`src/uhpd_cfg.svh`:
```
// Register offsets, field positions, reset values and sizes of the pipe descriptor.
// Assumes it is included by bare name, once per compilation unit or guarded.
`ifndef UHPD_CFG_SVH
`define UHPD_CFG_SVH

`define UHPD_ADDR_W 8
`define UHPD_OFF_B0_PTR 8'h00
`define UHPD_OFF_B0_PKS 8'h04
`define UHPD_OFF_B1_PTR 8'h10
`define UHPD_OFF_B1_PKS 8'h14

`define UHPD_AZLP_BIT 31
`define UHPD_SIZE_HI 30
`define UHPD_SIZE_LO 28
`define UHPD_MPS_HI 27
`define UHPD_MPS_LO 14
`define UHPD_BC_HI 13
`define UHPD_BC_LO 0

`define UHPD_PTR_RST 32'h0000_0000
`define UHPD_PKS_RST 32'h0000_0000

`define UHPD_RESP_OKAY 2'h0
`define UHPD_RESP_SLVERR 2'h2

`define UHPD_FIFO_W 32
`define UHPD_FIFO_D 16

`endif

```
`src/uhpd_pkg.sv`:
```
// Types of the pipe descriptor block; its stream buffer defines its own.
// Assumes uhpd_cfg.svh is reachable on the include path.
`default_nettype none
package uhpd_pkg;

   // Packet size word as it sits in the descriptor.
   typedef struct packed {
      logic azlp;
      logic [2:0] size;
      logic [13:0] mps;
      logic [13:0] bc;
   } uhpd_pks_t;

   // One bank: word pointer (two low bits are always zero), size word and hardware sent total.
   typedef struct packed {
      logic [29:0] ptr_w;
      uhpd_pks_t pks;
      logic [13:0] sent;
   } uhpd_bank_t;

   // Whole state of the descriptor block.
   typedef struct packed {
      uhpd_bank_t [1:0] bank;
      logic aw_hold;
      logic [7:0] aw_addr;
      logic w_hold;
      logic [31:0] w_data;
      logic [3:0] w_strb;
      logic bvalid;
      logic [1:0] bresp;
      logic rvalid;
      logic [31:0] rdata;
      logic [1:0] rresp;
      logic act_bank;
      logic [29:0] ram_addr_w;
      logic [10:0] max_pkt;
      logic zlp_req;
   } uhpd_state_t;

endpackage : uhpd_pkg

`default_nettype wire

```
`src/uhpd_desc.sv`:
```
// Host pipe descriptor, two banks, reached over AXI4-Lite, with a data stream to RAM.
// Assumes a pipe engine on the same clock that signals transaction start and end,
// and a RAM write port that may stall.
//
// Operation
// (RULE1) Bank pointer is the absolute RAM address for that bank's packet data.
// (RULE2) Software keeps pointer word aligned; the two low bits read zero.
// (RULE3) Auto zero-length bit set makes hardware request the zero-length packet.
// (RULE4) Auto zero-length handling applies to OUT pipes only.
// (RULE5) Size codes 0 to 6 mean 8 up to 512 bytes.
// (RULE6) Software uses size codes 4 to 7 only for isochronous pipes.
// (RULE7) Size code 7 means 1024 bytes high speed, 1023 full speed.
// (RULE8) Sending a bus reset clears both size fields.
// (RULE9) Bits 27 to 14 hold the 14-bit multi-packet total.
// (RULE10) IN transactions add their bytes to the multi-packet total.
// (RULE11) Software clears the multi-packet total before each new IN transfer.
// (RULE12) Software loads OUT total as a multiple of the maximum packet size.
// (RULE13) Byte count holds last OUT/SETUP bytes or next IN expected bytes.
// (RULE14) Software initialises every descriptor field before enabling the pipe.
//
// The AXI4-Lite slave port was left to the implementer.
`timescale 1ns/1ps
`default_nettype none
`include "uhpd_cfg.svh"

module uhpd_desc
   import uhpd_pkg::*;
(
   input wire logic core_clk_i,
   input wire logic rst_i,
   // AXI4-Lite slave.
   input wire logic s_axi_awvalid,
   output logic s_axi_awready,
   input wire logic [7:0] s_axi_awaddr,
   input wire logic [2:0] s_axi_awprot,
   input wire logic s_axi_wvalid,
   output logic s_axi_wready,
   input wire logic [31:0] s_axi_wdata,
   input wire logic [3:0] s_axi_wstrb,
   output logic s_axi_bvalid,
   input wire logic s_axi_bready,
   output logic [1:0] s_axi_bresp,
   input wire logic s_axi_arvalid,
   output logic s_axi_arready,
   input wire logic [7:0] s_axi_araddr,
   input wire logic [2:0] s_axi_arprot,
   output logic s_axi_rvalid,
   input wire logic s_axi_rready,
   output logic [31:0] s_axi_rdata,
   output logic [1:0] s_axi_rresp,
   // Pipe engine side.
   input wire logic hs_mode_i,
   input wire logic usb_reset_i,
   input wire logic txn_start_i,
   input wire logic txn_bank_i,
   input wire logic txn_done_i,
   input wire logic txn_in_i,
   input wire logic [10:0] txn_bytes_i,
   output logic [10:0] max_pkt_o,
   output logic zlp_req_o,
   // Packet data stream into the buffer, then out to RAM.
   input wire logic in_valid_i,
   output logic in_ready_o,
   input wire logic [31:0] in_data_i,
   output logic ram_valid_o,
   input wire logic ram_ready_i,
   output logic [31:0] ram_addr_o,
   output logic [31:0] ram_data_o
);

   uhpd_state_t st_ff;
   uhpd_state_t nxt_st;
   logic fifo_valid;
   logic ram_take;
   logic [31:0] fifo_data;
   // Protection bits on both address channels are accepted and ignored: the
   // descriptor words carry no privilege split, so every access type may reach them.

   // Decode a size code into bytes; code 7 depends on the bus speed.
   // Codes 0 to 6 double from eight bytes; only the top code needs the speed.
   function automatic logic [10:0] size_bytes(input logic [2:0] code, input logic hs);
      logic [10:0] b;
      b = 11'h008 << code;
      // (RULE7) speed-dependent top size
      if (code == 3'h7) begin
         b = hs ? 11'h400 : 11'h3ff;
      end
      return b;
   endfunction

   // Byte-lane merge of a write into a stored word.
   // Unwritten lanes keep their old bytes, so software may update one byte lane of a word alone.
   function automatic logic [31:0] merge(input logic [31:0] old, input logic [31:0] nw,
                                         input logic [3:0] strb);
      logic [31:0] r;
      r = old;
      for (int i = 0; i < 4; i++) begin
         if (strb[i]) begin
            r[i*8 +: 8] = nw[i*8 +: 8];
         end
      end
      return r;
   endfunction

   // Byte address of a stored word pointer; the two low bits are wired to zero.
   function automatic logic [31:0] word_to_byte(input logic [29:0] w);
      return {w, 2'b00};
   endfunction

   // Address decode: bank index, whether size word, and whether mapped.
   // Bit 2 flags a mapped word, bit 1 picks the bank and bit 0 the size word.
   function automatic logic [2:0] decode(input logic [7:0] a);
      logic [2:0] d;
      unique case (a)
         `UHPD_OFF_B0_PTR: d = 3'b100;
         `UHPD_OFF_B0_PKS: d = 3'b101;
         `UHPD_OFF_B1_PTR: d = 3'b110;
         `UHPD_OFF_B1_PKS: d = 3'b111;
         default: d = 3'b000;
      endcase
      return d;
   endfunction

   // The buffer sits between the engine's packet stream and the RAM port.
   // It absorbs short RAM stalls so the engine need not stop mid-packet; a stall
   // longer than sixteen words still backs up into the engine through in_ready_o.
   uhpd_fifo #(
      .W(`UHPD_FIFO_W),
      .D(`UHPD_FIFO_D)
   ) u_fifo (
      .core_clk_i(core_clk_i),
      .rst_i(rst_i),
      .in_valid_i(in_valid_i),
      .in_ready_o(in_ready_o),
      .in_data_i(in_data_i),
      .out_valid_o(fifo_valid),
      .out_ready_i(ram_ready_i),
      .out_data_o(fifo_data)
   );

   // Handshake outputs are combinational; data and addresses come from flops.
   assign ram_valid_o = fifo_valid;
   // The take mirrors the buffer's pop, so the address steps with each word taken.
   assign ram_take = fifo_valid & ram_ready_i;
   assign ram_data_o = fifo_data;
   // (RULE1) word address from the pointer
   assign ram_addr_o = word_to_byte(st_ff.ram_addr_w);
   // Readies are combinational so a request is taken in the cycle it is offered;
   // responses come from flops and stand until the master takes them.
   assign s_axi_awready = ~st_ff.aw_hold & ~st_ff.bvalid;
   assign s_axi_wready = ~st_ff.w_hold & ~st_ff.bvalid;
   assign s_axi_bvalid = st_ff.bvalid;
   assign s_axi_bresp = st_ff.bresp;
   assign s_axi_arready = ~st_ff.rvalid;
   assign s_axi_rvalid = st_ff.rvalid;
   assign s_axi_rdata = st_ff.rdata;
   assign s_axi_rresp = st_ff.rresp;
   assign max_pkt_o = st_ff.max_pkt;
   assign zlp_req_o = st_ff.zlp_req;

   // Next-state logic: bus slave first, then engine updates, then bus reset,
   // so hardware events in the same cycle as a software write are not lost.
   always_comb begin
      logic [2:0] dw;
      logic [2:0] dr;
      logic b;
      logic [31:0] old;
      logic [31:0] nw;
      logic [13:0] sent_new;
      dw = decode(st_ff.aw_addr);
      dr = decode(s_axi_araddr);
      b = st_ff.act_bank;
      old = '0;
      nw = '0;
      sent_new = '0;
      nxt_st = st_ff;
      nxt_st.zlp_req = 1'b0;

      // Capture address and data in whichever order they arrive.
      // A half that arrives first waits in its flops until the other one is taken.
      if (s_axi_awvalid & s_axi_awready) begin
         nxt_st.aw_hold = 1'b1;
         nxt_st.aw_addr = s_axi_awaddr;
      end
      if (s_axi_wvalid & s_axi_wready) begin
         nxt_st.w_hold = 1'b1;
         nxt_st.w_data = s_axi_wdata;
         nxt_st.w_strb = s_axi_wstrb;
      end
      if (st_ff.bvalid & s_axi_bready) begin
         nxt_st.bvalid = 1'b0;
      end

      // Perform the write once both halves are held; unmapped gives SLVERR.
      // Only full 32-bit words are mapped; byte strobes merge into the stored word.
      // While bvalid stands both readies are low, so a second write cannot slip in
      // and change the response the master has not yet taken.
      if (st_ff.aw_hold & st_ff.w_hold) begin
         nxt_st.aw_hold = 1'b0;
         nxt_st.w_hold = 1'b0;
         nxt_st.bvalid = 1'b1;
         nxt_st.bresp = dw[2] ? `UHPD_RESP_OKAY : `UHPD_RESP_SLVERR;
         if (dw[2] & ~dw[0]) begin
            old = word_to_byte(st_ff.bank[dw[1]].ptr_w);
            nw = merge(old, st_ff.w_data, st_ff.w_strb);
            // (RULE2) low pointer bits stay zero
            nxt_st.bank[dw[1]].ptr_w = nw[31:2];
         end else if (dw[2]) begin
            old = st_ff.bank[dw[1]].pks;
            nw = merge(old, st_ff.w_data, st_ff.w_strb);
            // (RULE9) store the multi-packet field
            nxt_st.bank[dw[1]].pks = nw;
            nxt_st.bank[dw[1]].sent = '0;
         end
      end

      // Reads answer one cycle after the address is taken.
      // The data is the word as it stood at the edge the request was taken; a write
      // landing on that same edge shows up on the next read.
      if (st_ff.rvalid & s_axi_rready) begin
         nxt_st.rvalid = 1'b0;
      end
      if (s_axi_arvalid & ~st_ff.rvalid) begin
         nxt_st.rvalid = 1'b1;
         nxt_st.rresp = dr[2] ? `UHPD_RESP_OKAY : `UHPD_RESP_SLVERR;
         nxt_st.rdata = '0;
         if (dr[2] & ~dr[0]) begin
            nxt_st.rdata = word_to_byte(st_ff.bank[dr[1]].ptr_w);
         end else if (dr[2]) begin
            nxt_st.rdata = st_ff.bank[dr[1]].pks;
         end
      end

      // A new transaction points the RAM stream at its bank's buffer.
      // A start on the cycle a pointer write lands takes the new pointer, since it
      // reads the next-state copy; the engine never sees a stale buffer address.
      // Limitation: words still buffered from an earlier packet follow the new
      // address, so the engine starts a transaction only with the buffer drained.
      if (txn_start_i) begin
         b = txn_bank_i;
         nxt_st.act_bank = txn_bank_i;
         // (RULE1) buffer start address
         nxt_st.ram_addr_w = nxt_st.bank[txn_bank_i].ptr_w;
      end else if (ram_take) begin
         nxt_st.ram_addr_w = st_ff.ram_addr_w + 30'h1;
      end

      // End of a transaction updates the active bank's counts.
      // The multi-packet total wraps at 14 bits; software keeps transfers below that.
      // The hardware sent total is kept apart from the fields software owns, so a
      // read of the size word mid-transfer never shows internal bookkeeping.
      if (txn_done_i) begin
         if (txn_in_i) begin
            // (RULE10) running IN byte total
            nxt_st.bank[b].pks.mps = nxt_st.bank[b].pks.mps + 14'(txn_bytes_i);
         end else begin
            // (RULE13) bytes sent last OUT
            nxt_st.bank[b].pks.bc = 14'(txn_bytes_i);
            sent_new = nxt_st.bank[b].sent + 14'(txn_bytes_i);
            nxt_st.bank[b].sent = sent_new;
            // The request fires only when the last OUT packet was a full one and the
            // whole programmed total has gone; a short packet already ends the transfer.
            // (RULE3) hardware zero-length request
            // (RULE4) OUT pipes only
            if (nxt_st.bank[b].pks.azlp && sent_new == nxt_st.bank[b].pks.mps
                && txn_bytes_i == st_ff.max_pkt) begin
               nxt_st.zlp_req = 1'b1;
            end
         end
      end

      // Bus reset comes last so it overrides a same-cycle software write of the size.
      // Only the size field is cleared; the other fields keep their values.
      // (RULE8) bus reset clears size
      if (usb_reset_i) begin
         nxt_st.bank[0].pks.size = 3'h0;
         nxt_st.bank[1].pks.size = 3'h0;
      end

      // Decoded from the next state, so the engine sees a new size on the same edge
      // that the write lands; hs_mode_i is read live for the same reason.
      // (RULE5) decode size for engine
      nxt_st.max_pkt = size_bytes(nxt_st.bank[nxt_st.act_bank].pks.size, hs_mode_i);
   end

   // Descriptor words power up cleared so nothing downstream sees unknowns.
   // Reset clears more than the hardware strictly needs: the bus slave and the
   // RAM address must start idle, and zeroed words keep every read defined.
   always_ff @(posedge core_clk_i) begin
      if (rst_i) begin
         st_ff <= '0;
         st_ff.bank[0].pks <= `UHPD_PKS_RST;
         st_ff.bank[1].pks <= `UHPD_PKS_RST;
         st_ff.bank[0].ptr_w <= 30'(`UHPD_PTR_RST >> 2);
         st_ff.bank[1].ptr_w <= 30'(`UHPD_PTR_RST >> 2);
         st_ff.max_pkt <= 11'h008;
      end else begin
         st_ff <= nxt_st;
      end
   end

endmodule // uhpd_desc

`default_nettype wire

```
`src/uhpd_fifo.sv`:
```
// Synchronous FIFO with valid/ready on both sides and honest full/empty.
// Assumes one clock and a synchronous active-high reset.
`timescale 1ns/1ps
`default_nettype none

module uhpd_fifo #(
   parameter int W = 32,
   parameter int D = 16
) (
   input wire logic core_clk_i,
   input wire logic rst_i,
   input wire logic in_valid_i,
   output logic in_ready_o,
   input wire logic [W-1:0] in_data_i,
   output logic out_valid_o,
   input wire logic out_ready_i,
   output logic [W-1:0] out_data_o
);
   localparam int AW = $clog2(D);

   typedef struct packed {
      logic [D-1:0][W-1:0] mem;
      logic [AW-1:0] wp;
      logic [AW-1:0] rp;
      logic [AW:0] cnt;
   } uhpd_fifo_st_t;

   uhpd_fifo_st_t st_ff;
   uhpd_fifo_st_t nxt_st;
   logic push;
   logic pop;

   // Full is a count of D, so a write is refused until the drain side moves.
   assign in_ready_o = (st_ff.cnt != (AW+1)'(D));
   assign out_valid_o = (st_ff.cnt != '0);
   assign out_data_o = st_ff.mem[st_ff.rp];
   assign push = in_valid_i & in_ready_o;
   assign pop = out_valid_o & out_ready_i;

   // Pointers wrap naturally because D is a power of two.
   always_comb begin
      nxt_st = st_ff;
      if (push) begin
         nxt_st.mem[st_ff.wp] = in_data_i;
         nxt_st.wp = st_ff.wp + AW'(1);
      end
      if (pop) begin
         nxt_st.rp = st_ff.rp + AW'(1);
      end
      if (push & ~pop) begin
         nxt_st.cnt = st_ff.cnt + (AW+1)'(1);
      end else if (pop & ~push) begin
         nxt_st.cnt = st_ff.cnt - (AW+1)'(1);
      end
   end

   // Storage is not cleared by reset and still takes a push; only pointers and count are cleared.
   always_ff @(posedge core_clk_i) begin
      if (rst_i) begin
         st_ff.wp <= '0;
         st_ff.rp <= '0;
         st_ff.cnt <= '0;
         st_ff.mem <= nxt_st.mem;
      end else begin
         st_ff <= nxt_st;
      end
   end

endmodule // uhpd_fifo

`default_nettype wire

```
`config.mk`:
```
export PLATFORM = sky130hd
export DESIGN_NAME = uhpd_desc
export DESIGN_NICKNAME = d
export VERILOG_FILES = /design/src/uhpd_pkg.sv /design/src/uhpd_desc.sv /design/src/uhpd_fifo.sv
export VERILOG_INCLUDE_DIRS = /design/src
export SDC_FILE = /design/constraint.sdc
export NUM_CORES = 1
export LEC_CHECK = 0
export BUFFER_PORTS_ARGS = -buffer_cell sky130_fd_sc_hd__clkbuf_2
export CORE_MARGIN = 1
export CORE_UTILIZATION = 40
export CTS_BUF_LIST = sky130_fd_sc_hd__clkbuf_8
export CTS_CLUSTER_SIZE = 8
export DETAILED_ROUTE_END_ITERATION = 16
export PLACE_DENSITY = 0.6
export SYNTH_ARGS = -nofsm -noshare
export SYNTH_HDL_FRONTEND = slang
export SYNTH_HIERARCHICAL = 1
export SYNTH_SLANG_ARGS = --single-unit
export TNS_END_PERCENT = 20
```
`constraint.sdc`:
```
create_clock -name core_clk_i -period 5.79 [get_ports core_clk_i]
set_input_delay 1.158 -clock core_clk_i [delete_from_list [all_inputs] [get_ports core_clk_i]]
set_output_delay 1.158 -clock core_clk_i [all_outputs]
set_load 0.01 [all_outputs]
```
==> flow_summary.rst <==
.. list-table::
   :header-rows: 1

   * - Metric
     - Value
   * - Result of the run
     - completed
   * - Seq pwr share
     - 47.5%
   * - Worst path most repeated cell
     - sky130_fd_sc_hd__buf_4
   * - Standard-cell row count
     - ~110
   * - Synth cell types
     - 76
   * - Number of flops mapped to enable cells by yosys
     - between 500 and 600
   * - Share of post-route cells with drive strength above 1
     - around 18%
   * - Die outline height
     - between 200 and 300 um
   * - CTS tree
     - built
   * - Post-Syn Instances
     - between 2,000 and 3,000
   * - Power dissipated by switching net loads
     - roughly 4000 uW
   * - Share of power burned in the clock network
     - 34.2%
   * - Worst clock skew
     - 0.0595 ns
   * - Critical path buffers and inverters
     - 3
   * - Post-placement cell area
     - 37,000 um2
   * - Prevailing post-synth register cell
     - sky130_fd_sc_hd__edfxtp_1
   * - Final design instance area without fill
     - around 39,000 um2
   * - Warning count from the yosys run
     - 6
   * - Slew Viols, Final
     - 0
   * - Most common cell after layout, fill and taps aside
     - sky130_fd_sc_hd__edfxtp_1
   * - Number of max-cap violations
     - 0
   * - Largest stage delay, worst path
     - a little over 0.7 ns
   * - Cell family contributing the most delay on the critical path
     - buffers and inverters
   * - Post-cts repair resize count
     - 0
   * - Clock slew at the register clock pins of the worst setup and hold paths
     - 0.06 ns
   * - Maximum number of pins on one net before global-route repair
     - 91
   * - Sw frac
     - ~29%
   * - Total power density per cell area
     - around 350 nW/um2
   * - Number of buffers created by CTS
     - 137
   * - Die outline width
     - 299 um
   * - Internal power contribution
     - 9760 uW
   * - Portion of the clock cycle consumed by the worst path in the final layout
     - 81.7%
   * - Power consumption
     - 13,700 uW
   * - Critical Path, Cell by Cell
     - buf_4, nor2b_4, buf_4, a221oi_1, o21ai_0, nand2_1, clkbuf_2
   * - Type of element capturing the critical path
     - primary output
   * - DRC violation count after routing
     - 0
   * - Type of the worst setup path
     - reg -> out
   * - Deepest clock path buffer count
     - 3
   * - Per-cell via count in the routed design
     - 5.68
   * - Upper clock frequency limit
     - 211 MHz
   * - Number of I/O pins
     - 235
   * - Routability cong.
     - between 0.8 and 0.9
   * - Filler cell count in the final layout
     - slightly below 8,000
   * - Final hold viol count
     - 0
   * - Data required time of the critical path
     - 4.63 ns
   * - Cell at the root of the clock tree
     - sky130_fd_sc_hd__clkbuf_8
   * - Signed area change from the synthesized netlist to the final layout
     - 11.9%
   * - Detailed router's first-iteration violation count
     - 2,369
   * - Number of levels in the clock H-tree
     - 4
   * - DR WL/cell
     - ~22 um
   * - Number of antenna violations at the first check in global routing
     - 7
   * - Maximum net fanout on the critical path
     - 37
   * - Number of nets still failing antenna checks after routing
     - 0
   * - # setup viols final
     - 0
   * - Worst-skew pair later-pin latency
     - 0.83 ns
   * - RSZ-0062 raised after global routing
     - false
   * - First-pass GRT wire length
     - 144,000 um
   * - Die outline area
     - 89,400 um2
   * - Number of search-and-repair iterations in the first detailed-routing pass
     - 5
   * - Synthesized area per cell
     - roughly 12 um2
   * - Final-stage net count
     - 3,224
   * - Post-CTS setup-driven buffer insertion count
     - 0
   * - Setup TNS after final layout
     - 0 ns
   * - Total clock sinks
     - 800
   * - Pin slew with the least headroom to its limit
     - approximately 1.2 ns
   * - Combined area of all synthesized cells
     - around 35,000 um2
   * - Portion of total power attributed to combinational logic
     - 18.3%
   * - Worst setup SP type
     - flip-flop
   * - Placed wire-length estimate
     - 60,800 um
   * - Total congestion overflow
     - 0
   * - Number of global-route vias before repair
     - 23,900
   * - Arrival time of data at the critical path endpoint
     - 3.57 ns
   * - Total Wirelength
     - 95,800 um
   * - Initial Util
     - a little over 40%
   * - Number of buffers added to fix hold violations after cts
     - 0
   * - Sequential share of the synthesized area
     - about 60%
   * - Most frequent cells in the layout
     - sky130_fd_sc_hd__edfxtp_1 (512), sky130_fd_sc_hd__nand2_1 (397), sky130_fd_sc_hd__dfxtp_1 (286)
   * - Count of vias placed by the detailed router
     - 24,600
   * - Leakage power
     - 0.0137 uW
   * - Type of the most critical hold path
     - reg -> reg
   * - Ys async rst share
     - 0%
   * - Maximum VDD drop
     - 0.258 mV
   * - Total routing resource utilization after global routing
     - 21.1%
   * - Shortest clock period the worst path allows after layout
     - 4.73 ns
   * - Core box area
     - 87,000 um2
   * - Relative slew margins
     - 18.5%
   * - Number of port buffers
     - 224
   * - Register bit total from synthesis
     - 800
   * - Critical Path Slowest Stage Cell
     - sky130_fd_sc_hd__dfxtp_4
==> synth_stat cells, drive strengths merged, types with 4 or more instances <==
cell | number | share of area [%]
nor4 | 12 | 0.33
mux4 | 94 | 6.0
a211oi | 49 | 1.1
nand2b | 19 | 0.34
a21oi | 221 | 3.1
o21ai | 105 | 1.5
a22oi | 66 | 1.4
o22a | 5 | 0.12
a221oi | 65 | 1.6
nor3 | 37 | 0.62
mux2i | 152 | 4.3
xnor2 | 45 | 1.1
nand3 | 53 | 0.75
edfxtp | 512 | 44
a22o | 25 | 0.62
buf | 134 | 2.9
a32oi | 8 | 0.24
ha | 33 | 1.2
nor2b | 12 | 0.21
and3 | 16 | 0.28
dfxtp | 288 | 16
o211ai | 5 | 0.11
clkbuf | 120 | 1.3
o22ai | 15 | 0.27
inv | 22 | 0.23
xor2 | 34 | 0.86
or3 | 6 | 0.11
o31a | 4 | 0.099
nand2 | 399 | 4.3
a31oi | 7 | 0.12
nor2 | 231 | 2.5
and2 | 17 | 0.30
a311oi | 15 | 0.37
or2 | 4 | 0.071
a21o | 6 | 0.13
nand4 | 26 | 0.46
o21a | 4 | 0.085
==> path summary, 6_finish.rpt <==
| check | from | to | slack (ns) | cells past startpoint |
|---|---|---|---|---|
| worst max-delay path | u_fifo/st_ff[6] | ram_data_o[24] | 1.06 | 7 |
| worst min-delay path | st_ff[140] | st_ff[140] | 0.45 | 2 |
| worst max register to register | st_ff[122] | st_ff[167] | 1.24 | 15 |
| worst min register to register | st_ff[140] | st_ff[140] | 0.45 | 2 |
==> state kept, by name (all words and copies together), names as in the netlist <==
name,flops
u_fifo/st_ff,525
st_ff,199
s_axi_rdata,32
ram_addr_o,30
max_pkt_o,9
s_axi_bresp,1
s_axi_bvalid,1
s_axi_rresp,1
s_axi_rvalid,1
zlp_req_o,1
==> power groups by stage <==
stage               clock network [uW]  logic (uW)  registers, uW
floorplan                            0        2050           6460
CTS                               4810        2540           6530
detailed placement                   0        2530           6650
finish                            4700        2510           6530
global route                      5050        2730           6560
global placement                     0        2480           6630
==> routing by layer <==
layer  global-route usage, %  wire, um  share of wire, %
met5                       0        60             0.063
met4                    7.23      2470               2.6
met3                    4.54      7550               7.9
met2                    32.8     43800                46
met1                    29.3     41900                44
==> through the flow <==
step | setup slack, ns | utilization (%) | cells | hold slack, ns
2_1_floorplan | 1.34 | - | 2909 | 0.425
3_3_place_gp | 0.923 | 42.5 | 4088 | 0.438
3_5_place_dp | 0.929 | 42.5 | 4088 | 0.443
4_1_cts | 0.997 | 45.4 | 4328 | 0.455
5_1_grt | 0.873 | 45.4 | 4330 | 0.474
6_report | 1.06 | 45.4 | 4330 | 0.449
==> cell type report <==
type	instances	area (um2)	area share, %
flip-flops and latches	800	21100	53.5
repair buffers	278	1560	3.94
clock inverters	95	508	1.29
clock buffers	145	2000	5.05
inverters	22	82.6	0.209
diodes	2	5.00	0.0127
multi-input cells	1833	12800	32.3
well taps	1155	1450	3.66
==> worst register-to-register path: cells and delay by family, from the launching register on <==
kind | cells | cell delay (ns)
buf+inv | 2 | 0.76
xor+xnor | 1 | 0.16
simple gates | 6 | 1.38
compound gates | 5 | 1.37
flops | 1 | 0.37
fa+ha+maj | 1 | 0.38
==> kinds of logic after synthesis <==
| kind of cell | count (synthesis) | share of synthesized area (%) |
|---|---|---|
| xor gates and xnor gates | 79 | 1.98 |
| and+or+nand+nor | 843 | 10.5 |
| muxes | 248 | 10.4 |
| AOI/OAI and AO/OA | 623 | 11.5 |
| other | 1 | 0.0106 |
| adders and majority gates | 36 | 1.34 |
| DFF | 800 | 59.9 |
| buffers and inverters | 276 | 4.38 |
Power figures use the tool's default switching activity.
